File: config.mk
export PLATFORM = sky130hd
export DESIGN_NAME = brq_quiesce
export DESIGN_NICKNAME = d
export VERILOG_FILES = /design/src/verilog/brq_pkg.sv /design/src/verilog/brq_quiesce.sv
export SDC_FILE = /design/constraint.sdc
export NUM_CORES = 1
export LEC_CHECK = 0
export BUFFER_PORTS_ARGS = -buffer_cell sky130_fd_sc_hd__buf_2
export CAP_MARGIN = 0
export CORE_UTILIZATION = 50
export CTS_CLUSTER_SIZE = 28
export DETAILED_ROUTE_END_ITERATION = 10
export PLACE_DENSITY = 0.72
export REMOVE_ABC_BUFFERS = 1
export SLEW_MARGIN = 40
export SYNTH_ARGS = -nofsm -noshare
export SYNTH_HDL_FRONTEND = slang
export SYNTH_SLANG_ARGS = --single-unit
File: constraint.sdc
create_clock -name clk -period 2.2 [get_ports clk]
set_clock_uncertainty 0.1 [all_clocks]
set_input_delay 0.11 -clock clk [delete_from_list [all_inputs] [get_ports clk]]
set_output_delay 0.11 -clock clk [all_outputs]
set_load 0.01 [all_outputs]
File: src/verilog/brq_pkg.sv
package brq_pkg;
	// clock rate
	localparam int CLK_MHZ = 100;
	// stop and release deadlines after the reset line falls, in microseconds
	localparam int STROBE_STOP_US = 5;
	localparam int MASTER_REL_US = 20;
	localparam int SLAVE_REL_US = 30;
	localparam int GRANT_STOP_US = 5;
	// least low time for a reset that this board drives, in milliseconds
	localparam int RST_HOLD_MS = 200;
	// latest assertion of the failure line after reset falls
	localparam int FAIL_LATE_MS = 50;
	// synchroniser depth: three flops, change once last two agree
	localparam int SYNC_LAT = 3;
	// cycle counts; deadlines are longest times, so subtract the
	// synchroniser, the level flop and the output flop as margin
	localparam int SYNC_MARGIN = SYNC_LAT + 2;
	localparam int STROBE_STOP_CYC = STROBE_STOP_US * CLK_MHZ - SYNC_MARGIN;
	localparam int MASTER_REL_CYC = MASTER_REL_US * CLK_MHZ - SYNC_MARGIN;
	localparam int SLAVE_REL_CYC = SLAVE_REL_US * CLK_MHZ - SYNC_MARGIN;
	localparam int GRANT_STOP_CYC = GRANT_STOP_US * CLK_MHZ - SYNC_MARGIN;
	localparam int RST_HOLD_CYC = RST_HOLD_MS * 1000 * CLK_MHZ;
	// protocol least strobe low time, cycles
	localparam int STROBE_MIN_CYC = 4;
	localparam int CNT_W = 12;
	localparam int HOLD_W = 25;
	localparam logic [CNT_W-1:0] CNT_ZERO = 12'h000;
	localparam logic [CNT_W-1:0] CNT_ONE = 12'h001;
	localparam logic [HOLD_W-1:0] HOLD_ZERO = 25'h000_0000;
	localparam logic [HOLD_W-1:0] HOLD_ONE = 25'h000_0001;
endpackage

File: src/verilog/brq_quiesce.sv
`timescale 1ns/100ps
// How it works
// [RULE1] strobes already low at reset stay low until their least low time
// [RULE2] no new strobe falling edge once reset has been low 5 us
// [RULE3] master drivers released once reset has been low 20 us
// [RULE4] slave data, acknowledge and error drivers released by 30 us
// [RULE5] interrupt, timer error, bus busy and grant lows released by 30 us
// [RULE6] arbiter starts no new grant falling edge after 5 us of reset
// [RULE7] after deadlines, drivers stay put until reset rises or power fails
// [RULE8] any reset this board drives is held low at least 200 ms
// [RULE9] failure line asserted during power up until self-test is done
// [RULE10] failure bit asserts the failure line within 50 ms of reset
// [RULE11] board may assert the failure line anytime on a detected fault
// [RULE12] local processor clears the failure bit after its self-test passes
// [RULE13] external master may write the failure bit to release the line
// [RULE14] front-panel indicator follows the failure bit
// [RULE15] the reserved backplane line is never driven
// [RULE16] reset input synchronised; counter times deadlines with margin
// [RULE17] failure bit set by power-on and reset, changed only by write; a detected fault also sets it
module brq_quiesce
	import brq_pkg::*;
#(
	parameter int HOLD_CYC = RST_HOLD_CYC
) (
	// clock and power-on reset
	input wire logic clk,
	input wire logic nrst,
	// backplane reset line, open collector
	input wire logic sysreset_n_in,
	output logic sysreset_n_out,
	output logic sysreset_n_oe,
	// supply monitor, high while +5 V in range
	input wire logic pwr_ok,
	// local request to pull reset, a pulse (push button)
	input wire logic rst_req,
	// board drive requests from the bus engines
	input wire logic strobe_req,
	input wire logic mst_req,
	input wire logic slv_req,
	input wire logic irq_req,
	input wire logic timer_req,
	input wire logic busy_req,
	input wire logic grant_req,
	// gated driver enables
	output logic strobe_oe,
	output logic mst_oe,
	output logic slv_oe,
	output logic irq_oe,
	output logic timer_oe,
	output logic busy_oe,
	output logic grant_oe,
	// failure bit write port (local or bus) and fault detect
	input wire logic fail_wr,
	input wire logic fail_wdata,
	input wire logic fault,
	// failure line, open collector, and indicator
	output logic sysfail_n_out,
	output logic sysfail_n_oe,
	output logic fail_led,
	// reserved line, never driven
	output logic reserved_oe
);
	logic [2:0] rs_q;
	logic rst_low_q;
	logic [CNT_W-1:0] cnt_q;
	logic [CNT_W-1:0] cnt_d;
	logic [CNT_W-1:0] slow_q;
	logic fail_q;
	logic [HOLD_W-1:0] hold_q;
	logic drv_q;
	logic strobe_q;
	logic grant_q;
	logic [CNT_W-1:0] slow_d;

	// deadline compare, shared by every stop and release point
	function automatic logic past_limit(input logic [CNT_W-1:0] cnt,
		input int lim);
		return cnt >= CNT_W'(lim);
	endfunction

	// triple flop; level changes only when last two stages agree
	wire rs_agree = rs_q[1] == rs_q[2];
	wire rst_low_d = rs_agree ? ~rs_q[2] : rst_low_q; // RULE16
	always_ff @(posedge clk or negedge nrst) begin
		if (!nrst) begin
			rs_q <= 3'h7;
			rst_low_q <= 1'b0;
		end else begin
			rs_q <= {rs_q[1:0], sysreset_n_in};
			rst_low_q <= rst_low_d;
		end
	end

	// deadline counter saturates past the last deadline
	wire cnt_sat = past_limit(cnt_q, SLAVE_REL_CYC);
	assign cnt_d = !rst_low_q ? CNT_ZERO : (cnt_sat ? cnt_q : cnt_q + CNT_ONE);
	wire quiet_in = rst_low_q && pwr_ok;
	wire strobe_stop = quiet_in && past_limit(cnt_q, STROBE_STOP_CYC); // RULE2
	wire grant_stop = quiet_in && past_limit(cnt_q, GRANT_STOP_CYC); // RULE6
	wire mst_rel = quiet_in && past_limit(cnt_q, MASTER_REL_CYC); // RULE3
	wire slv_rel = quiet_in && past_limit(cnt_q, SLAVE_REL_CYC); // RULE4 RULE5

	// a strobe low before the stop time may finish its least low time
	wire strobe_min_met = slow_q >= CNT_W'(STROBE_MIN_CYC);
	assign slow_d = !strobe_q ? CNT_ZERO
		: (strobe_min_met ? slow_q : slow_q + CNT_ONE);
	wire strobe_keep = strobe_q && (!strobe_min_met || strobe_req); // RULE1
	// hold only while reset is seen; the engine owns normal strobe widths
	wire strobe_hold = quiet_in && strobe_q && !strobe_min_met; // RULE1
	wire strobe_d = mst_rel ? 1'b0
		: strobe_hold ? 1'b1
		: strobe_stop ? (strobe_keep && strobe_req)
		: strobe_req; // RULE2
	// grant may stay low but no new fall after the stop time
	wire grant_d = slv_rel ? 1'b0
		: grant_stop ? (grant_q && grant_req) : grant_req; // RULE6 RULE5

	always_ff @(posedge clk or negedge nrst) begin
		if (!nrst) begin
			cnt_q <= CNT_ZERO;
			slow_q <= CNT_ZERO;
			strobe_q <= 1'b0;
			grant_q <= 1'b0;
		end else begin
			cnt_q <= cnt_d;
			slow_q <= slow_d;
			strobe_q <= strobe_d;
			grant_q <= grant_d;
		end
	end

	// once released, outputs hold until reset rises, pwr loss reopens
	always_ff @(posedge clk or negedge nrst) begin
		if (!nrst) begin
			strobe_oe <= 1'b0;
			mst_oe <= 1'b0;
			slv_oe <= 1'b0;
			irq_oe <= 1'b0;
			timer_oe <= 1'b0;
			busy_oe <= 1'b0;
			grant_oe <= 1'b0;
		end else begin
			strobe_oe <= strobe_d; // RULE7
			mst_oe <= mst_req && !mst_rel; // RULE3
			slv_oe <= slv_req && !slv_rel; // RULE4
			irq_oe <= irq_req && !slv_rel; // RULE5
			timer_oe <= timer_req && !slv_rel; // RULE5
			busy_oe <= busy_req && !slv_rel; // RULE5
			grant_oe <= grant_d; // RULE6
		end
	end

	// local reset pull, held for the full least low time
	wire hold_run = hold_q != HOLD_ZERO;
	always_ff @(posedge clk or negedge nrst) begin
		if (!nrst) begin
			hold_q <= HOLD_ZERO;
			drv_q <= 1'b0;
		end else begin
			if (rst_req && !hold_run)
				hold_q <= HOLD_W'(HOLD_CYC); // RULE8
			else if (hold_run)
				hold_q <= hold_q - HOLD_ONE;
			drv_q <= (rst_req && !hold_run) || (hold_q > HOLD_ONE); // RULE8
		end
	end
	assign sysreset_n_oe = drv_q;

	// failure bit: set by power-on and reset, cleared only by a write
	// set wins over a clearing write in the same cycle
	wire fail_set = rst_low_d || fault; // RULE10 RULE11 RULE17
	wire fail_next = fail_set || (fail_wr ? fail_wdata : fail_q);
	always_ff @(posedge clk or negedge nrst) begin
		if (!nrst) begin
			fail_q <= 1'b1; // RULE9 RULE17
			fail_led <= 1'b1;
			sysfail_n_oe <= 1'b1;
		end else begin
			if (fail_set)
				fail_q <= 1'b1;
			else if (fail_wr)
				fail_q <= fail_wdata; // RULE12 RULE13
			fail_led <= fail_next; // RULE14
			sysfail_n_oe <= fail_next;
		end
	end

	// pin levels of the open-collector lines, from flops as well
	always_ff @(posedge clk or negedge nrst) begin
		if (!nrst) begin
			sysreset_n_out <= 1'b0;
			sysfail_n_out <= 1'b0;
			reserved_oe <= 1'b0;
		end else begin
			sysreset_n_out <= 1'b0;
			sysfail_n_out <= 1'b0;
			reserved_oe <= 1'b0; // RULE15
		end
	end

	// quiesce checks
	strobe_stop_a: assert property (@(posedge clk) disable iff (!nrst) // RULE2
		strobe_stop && !strobe_q |=> !strobe_oe)
		else $error("new strobe after stop time");

	strobe_min_a: assert property (@(posedge clk) disable iff (!nrst) // RULE1
		strobe_hold && !mst_rel |=> strobe_oe)
		else $error("strobe cut short");

	master_rel_a: assert property (@(posedge clk) disable iff (!nrst) // RULE3
		mst_rel |=> !mst_oe && !strobe_oe)
		else $error("master drivers not released");

	slave_rel_a: assert property (@(posedge clk) disable iff (!nrst) // RULE4
		slv_rel |=> !slv_oe && !irq_oe && !timer_oe)
		else $error("slave drivers not released");

	bus_rel_a: assert property (@(posedge clk) disable iff (!nrst) // RULE5
		slv_rel |=> !busy_oe && !grant_oe)
		else $error("busy or grant not released");

	grant_stop_a: assert property (@(posedge clk) disable iff (!nrst) // RULE6
		grant_stop && !grant_q |=> !grant_oe)
		else $error("new grant after stop time");

	grant_keep_a: assert property (@(posedge clk) disable iff (!nrst) // RULE6
		grant_stop && !slv_rel && grant_q && grant_req |=> grant_oe)
		else $error("held grant dropped before release");

	power_lost_a: assert property (@(posedge clk) disable iff (!nrst) // RULE7
		!pwr_ok |=> mst_oe == $past(mst_req) && slv_oe == $past(slv_req))
		else $error("drivers gated with supply out of range");

	free_run_a: assert property (@(posedge clk) disable iff (!nrst) // RULE7
		!rst_low_q |=> busy_oe == $past(busy_req)
			&& strobe_oe == $past(strobe_req))
		else $error("drivers gated outside reset");

	// synchroniser and counter checks
	sync_agree_a: assert property (@(posedge clk) disable iff (!nrst) // RULE16
		rs_agree |=> rst_low_q == !$past(rs_q[2]))
		else $error("reset level not taken on agreement");

	cnt_idle_a: assert property (@(posedge clk) disable iff (!nrst) // RULE16
		!rst_low_q |=> cnt_q == CNT_ZERO)
		else $error("deadline counter runs outside reset");

	counter_top_a: assert property (@(posedge clk) disable iff (!nrst) // RULE16
		cnt_q <= CNT_W'(SLAVE_REL_CYC))
		else $error("deadline counter past saturation");

	// failure bit checks
	fail_assert_a: assert property (@(posedge clk) disable iff (!nrst) // RULE10
		rst_low_q |=> sysfail_n_oe && fail_led)
		else $error("failure line not asserted in reset");

	fault_flag_a: assert property (@(posedge clk) disable iff (!nrst) // RULE11
		fault |=> sysfail_n_oe)
		else $error("fault did not assert failure line");

	fail_write_a: assert property (@(posedge clk) disable iff (!nrst) // RULE12
		fail_wr && !fail_set |=> fail_q == $past(fail_wdata))
		else $error("failure bit write lost");

	fail_release_a: assert property (@(posedge clk) disable iff (!nrst) // RULE13
		fail_wr && !fail_wdata && !fail_set |=> !sysfail_n_oe)
		else $error("failure line not released by write");

	led_follow_a: assert property (@(posedge clk) disable iff (!nrst) // RULE14
		fail_led == fail_q)
		else $error("indicator differs from failure bit");

	fail_reset_a: assert property (@(posedge clk) disable iff (!nrst) // RULE17
		rst_low_d |=> fail_q)
		else $error("reset did not set failure bit");

	fail_clear_a: assert property (@(posedge clk) disable iff (!nrst) // RULE17
		!fail_set && !fail_wr |=> fail_q == $past(fail_q))
		else $error("failure bit changed without write");

	// reset pull and reserved line checks
	reset_hold_a: assert property (@(posedge clk) disable iff (!nrst) // RULE8
		$rose(drv_q) |=> drv_q [*8])
		else $error("reset pull dropped early");

	pull_start_a: assert property (@(posedge clk) disable iff (!nrst) // RULE8
		rst_req && !hold_run |=> drv_q)
		else $error("reset pull not started");

	pull_run_a: assert property (@(posedge clk) disable iff (!nrst) // RULE8
		hold_run |-> drv_q)
		else $error("reset pull off while timer runs");

	reserved_a: assert property (@(posedge clk) disable iff (!nrst) // RULE15
		!reserved_oe)
		else $error("reserved line driven");

	// scenario covers
	rst_seen_c: cover property (@(posedge clk) disable iff (!nrst) slv_rel);
	fail_clr_c: cover property (@(posedge clk) disable iff (!nrst)
		fail_wr && !fail_wdata && !fail_set);
	pull_c: cover property (@(posedge clk) disable iff (!nrst) $fell(drv_q));
	strobe_hold_c: cover property (@(posedge clk) disable iff (!nrst)
		strobe_hold);
	power_lost_c: cover property (@(posedge clk) disable iff (!nrst)
		rst_low_q && !pwr_ok);
endmodule

# --- Word-level counts from Yosys, hierarchy flattened ---
# Index checks and enable logic that the tools add are counted.
# Widths: inputs -> output; s select.
totals:
  reg_bits: 63
  input_bits: 15
  out_inout_bits: 13
  word_cells: 66
op_classes:
  add_sub_neg: 3
  magnitude_cmp: 5
  eq_ne: 3
  n_mux: 14
  bitwise: 1
  n_reduce_logical: 25
op_table:
  columns: ["operator", "count"]
  rows:
  - ["$mux 25", 2]
  - ["$mux 12", 4]
  - ["$gt 25x1->1 const B", 1]
  - ["$reduce_bool 25->1", 1]
  - ["$sub 25x1->25 const B", 1]
  - ["$add 12x1->12 const B", 2]
  - ["$logic_and 1x1->1", 15]
  - ["$ge 12x11->1 const B", 1]
  - ["$ge 12x12->1 const B", 1]
  - ["$ge 12x3->1 const B", 1]
  - ["$ge 12x9->1 const B", 1]
  - ["$mux 1", 8]
  - ["$logic_not 1->1", 4]
  - ["$logic_or 1x1->1", 4]
  - ["$ne 2x2->1 const B", 2]
  - ["$reduce_bool 2->1", 1]
  - ["$eq 1x1->1", 1]
  - ["$not 1->1", 1]

# --- Longest topological paths before layout ---
logic_depth:
  depth_word: 8
  ltp_mapped: 7
  ltp_nobuf: 7

# --- Worst setup path after synthesis ---
# OpenSTA, ideal clock, no wires.
synth_timing:
  path_kind: "reg-to-reg"
  start: "register hold_q[0]"
  end: "register hold_q[21]"
  setup_ns: 0.095
  t_arrival_ns: 2.151
  required_time_ns: 2.005
  setup_slack_ns: -0.146
  stages_incl_launch_ff: 8
  path_buffers: 0
  period_less_slack_ns: 2.346
  cell_sequence: "dfrtp_1 -> inv_1 -> ha_1 -> or4b_1 -> or3_4 -> or3_4 -> and2_0 -> o31ai_1"
synth_between:
  elab_chain_cells: 4
  elab_cells_between_ends: 7
  cone_classes: "1 x add/sub; 2 x mux; 4 x reduce/logical"
synth_rtl:
  columns: ["element", "line_no", "rtl"]
  rows:
  - ["from (decl)", "brq_quiesce.sv:69", "logic [HOLD_W-1:0] hold_q;"]
  - ["from (signal assigned)", "brq_quiesce.sv:161", "hold_q <= HOLD_W'(HOLD_CYC);"]
  - ["from (signal assigned)", "brq_quiesce.sv:163", "hold_q <= hold_q - HOLD_ONE;"]
  - ["branches (longest 4 deep; another with $sub 25x1->25)", null, null]
# Several ways; the timed one is not identified. The select of a mux whose other input is x is not followed.
# A chain may end at the register's enable or synchronous reset.

# --- Worst setup path after layout ---
# Ends and elaborated chain as after synthesis.

==> impl_metrics.ini <==
[sta]
worst_slew_pin_slew_ns = 0.550
hold_viol = 0
slew_viol_final = 0
fmax_mhz = 410
setup_viol_count_final = 23
timing.final.ws_setup_ns = -0.241
min_period_over_period_pct = 111
max_slew_margin_pct = 63.3
timing.final.crit_period_ns = 2.44
rsz0062_at_grt = true

[worst_setup_path]
cp-start-kind = flip-flop
r2r_start = hold_q[0]$_DFFE_PN0P_
ff2ff_path_depth = 7
path_delay_family = simple AND/OR/NAND/NOR gates
cp_max_fo = 3
worst_r2r_endpoint = hold_q[21]$_DFFE_PN0P_
cpPeakStageDelay_ns = 0.46
crit_type = reg2reg
cp.depth = 7
critPathMostFrequentCell = or3_4
end_kind = flip-flop
cp_slowest_cell = or4b_4
worstPathArrival_ns = 2.59
crit_chain = inv_2, ha_4, or4b_4, or3_4, or3_4, and2_4, o31ai_4
path_buf_inv = 1
cp.required_ns = 2.35
reg2reg_slack_ns = -0.24

[worst_hold_path]
hold_path_depth = 3
worstHoldStart = rst_req
hold_class = in2reg
holdPathEnd = sysreset_n_oe$_DFF_PN0_

[pwr]
power.internal_mw = 1.72
p_sw_share_pct = 27.1
p_sw_uw = 639
power.share.sequential_pct = 53.8
ir_drop_mv = 0.512
p_leak_nw = 1.74
combPwrFrac_pct = 9.4
p_per_area_mw_per_mm2 = 599
clkPwrFrac_pct = 36.8

[clock_tree]
clk_latency_ns = 0.34
cts_buffer_depth = 2
clk_pin_slew_ns = 0.07
h-tree-depth = 3
root_buffer = clkbuf_8
cts_tree = done
cts_inserted_buffers = 9
cts.sinks = 62

[die]
die_y_um = 79.8
die_w_um = 79.8
io-pin-count = 28
num_rows = 27
core_area_mm2 = 0.00568
dieArea_mm2 = 0.00636
initial_utilization_pct = 53.3

[logic_synthesis]
synth_edf_count = 0
ys_seq_elements = 62
synthArstFlopShare_pct = 100
synth_area_mm2 = 0.00302
syn_avg_cell_area_um2 = 10.8
synthFlopType = dfrtp_1
ys_seq_area_share_pct = 51.5
ys_warn_count = 0
synthCells = 280
netlist-cell-type-count = 55

[final_layout]
syn_to_final_growth_pct = 30.0
drive_above_1_share_pct = 34.2
final_util_pct = 69.3
layout.cells.non_filler = 438
nets = 382
n_antenna_cell = 0

[global_route]
grt_pass1_vias = 2385
grt_usage_pct = 21.7
grt_overflow = 0
antenna_found_initial = 0
grt_max_degree = 63
grt_pass1_wl_um = 10500

[drt]
wl_um = 6280
drt-initial-drc-count = 97
vias_per_cell = 5.42
ant_nets = 0
drc = 0
routedWlPerCell_um = 14.3
detailroute.via_count = 2374
dr.pass1.iters = 4

[placement]
dp_hpwl_um = 4180
gp_congestion = 0.840
io_buffers = 24
dp_cells = 404

[outcome]
status = complete, but fails checks
violations = setup timing

[run]
max_cap_viol_count = 0
Yosys cell counts, drive strengths merged (6+ instances only):
master  count  share of area, %
nor2       13               1.7
or3        10               2.6
xor2       15               4.3
or4         6               1.9
nand3       9               1.5
ha          6               2.5
and2       19               3.9
nor4       13               3.7
buf         6               1.7
nand4       7               1.4
nor3       14               2.3
o21ai      12               2.0
nand2      18               2.2
nor2b       7               1.5
dfrtp      58                48
inv         7              0.87
xnor2       8               2.3
a21oi       6              0.99
flip-flops by register name (all words and copies together) (netlist names), 3 cells and up:
name    flops
slow_q     12
hold_q     25
rs_q        3
cnt_q      12
power by group through the flow:
stage	Sequential (mW)	Clock (mW)	Combinational [mW]
finish	1.27	0.867	0.222
global route	1.28	0.943	0.261
CTS	1.27	0.896	0.226
detailed placement	1.29	0	0.208
global placement	1.29	0	0.202
floorplan	1.28	0	0.133
logic make-up (layout without fill, tap and decap cells):
| logic type | after synthesis | after routing | share of synthesized area [%] |
|---|---|---|---|
| AOI/OAI and AO/OA | 43 | 43 | 9.97 |
| buffers and inverters | 17 | 101 | 3.10 |
| muxes | 2 | 2 | 0.703 |
| and+or+nand+nor | 126 | 126 | 25.5 |
| adders and majority gates | 6 | 6 | 2.48 |
| DFF | 62 | 62 | 51.5 |
| xor gates and xnor gates | 23 | 23 | 6.66 |
| other | 1 | 3 | 0.124 |
cell type report:
| type | instances | area (µm²) |
|---|---|---|
| clock buffers | 9 | 124 |
| clock inverters | 7 | 48.8 |
| fillers | 432 | 1740 |
| inverters | 7 | 26.3 |
| multi-input cells | 203 | 1490 |
| flip-flops and latches | 62 | 1560 |
| well taps | 72 | 90.1 |
| repair buffers | 78 | 601 |
per-layer routing:
metal | up-vias | part of all wire (%) | track usage [%]
li1 | 1164 | - | -
met1 | 1151 | 45 | 25.4
met2 | 52 | 50 | 37.4
met3 | 7 | 3.4 | 6.63
met4 | 0 | 1.3 | 8.21
met5 | - | 0 | 0
per-stage QoR:
stage | total power, mW | setup WS, ns | setup TNS (ns) | hold WS, ns | cell area (µm²)
5_1_grt | 2.48 | -0.287 | -5.07 | 0.0304 | 3930
3_3_place_gp | 1.49 | -0.102 | -1.12 | 0.0434 | 3460
3_5_place_dp | 1.50 | -0.181 | -2.25 | 0.0493 | 3460
2_1_floorplan | 1.41 | -0.403 | -6.14 | -0.286 | 2960
4_1_cts | 2.39 | -0.182 | -2.46 | 0.0109 | 3810
6_report | 2.36 | -0.241 | -3.25 | 0.0315 | 3930
cell usage in the layout (no fill, tap or decap), types with 3 or more instances in the layout:
cell	synthesis	layout
dfrtp_1	58	58
buf_4	4	35
buf_2	0	24
and2_1	18	18
nand2_1	18	17
xor2_1	15	15
nor2_1	12	12
nor3_1	14	12
dlygate4sd3_1	0	11
o21ai_0	12	10
nand3_1	9	9
clkbuf_8	0	9
nor4_1	11	8
xnor2_1	8	8
nand4_1	7	7
nor2b_1	6	6
buf_6	2	6
inv_1	7	5
or3_1	5	5
ha_1	6	5
a21boi_0	4	4
o21a_1	4	4
dfstp_2	4	4
a21oi_1	6	3
or4_4	3	3
or3_4	3	3
o31ai_2	2	3
nor4_2	0	3
a21oi_2	0	3
conb_1	1	3
clkinv_2	0	3
repair_timing:
item,4_1_cts,5_1_grt
pin swaps,3,6
gates resized for setup,14,17
setup endpoints to repair,23,25
endpoints found under the hold margin,71,0
hold buffers,11,0
setup buffers,2,5
how the worst max path moves through the flow:
stage | start | endpoint | slack, ns
2_1_floorplan | hold_q[13]$_DFFE_PN0P_ | hold_q[14]$_DFFE_PN0P_ | -0.40
3_3_place_gp | hold_q[13]$_DFFE_PN0P_ | hold_q[21]$_DFFE_PN0P_ | -0.10
3_5_place_dp | hold_q[13]$_DFFE_PN0P_ | hold_q[22]$_DFFE_PN0P_ | -0.18
4_1_cts | hold_q[13]$_DFFE_PN0P_ | hold_q[7]$_DFFE_PN0P_ | -0.18
5_1_grt | hold_q[1]$_DFFE_PN0P_ | hold_q[21]$_DFFE_PN0P_ | -0.29
6_report | hold_q[0]$_DFFE_PN0P_ | hold_q[21]$_DFFE_PN0P_ | -0.24
tightest hold or removal path, stage by stage:
cell and delay [ns]:
buf_2 0.16, a2111oi_2 0.09, nand2_1 0.07
No activity file was read; power rests on OpenSTA's default activity.
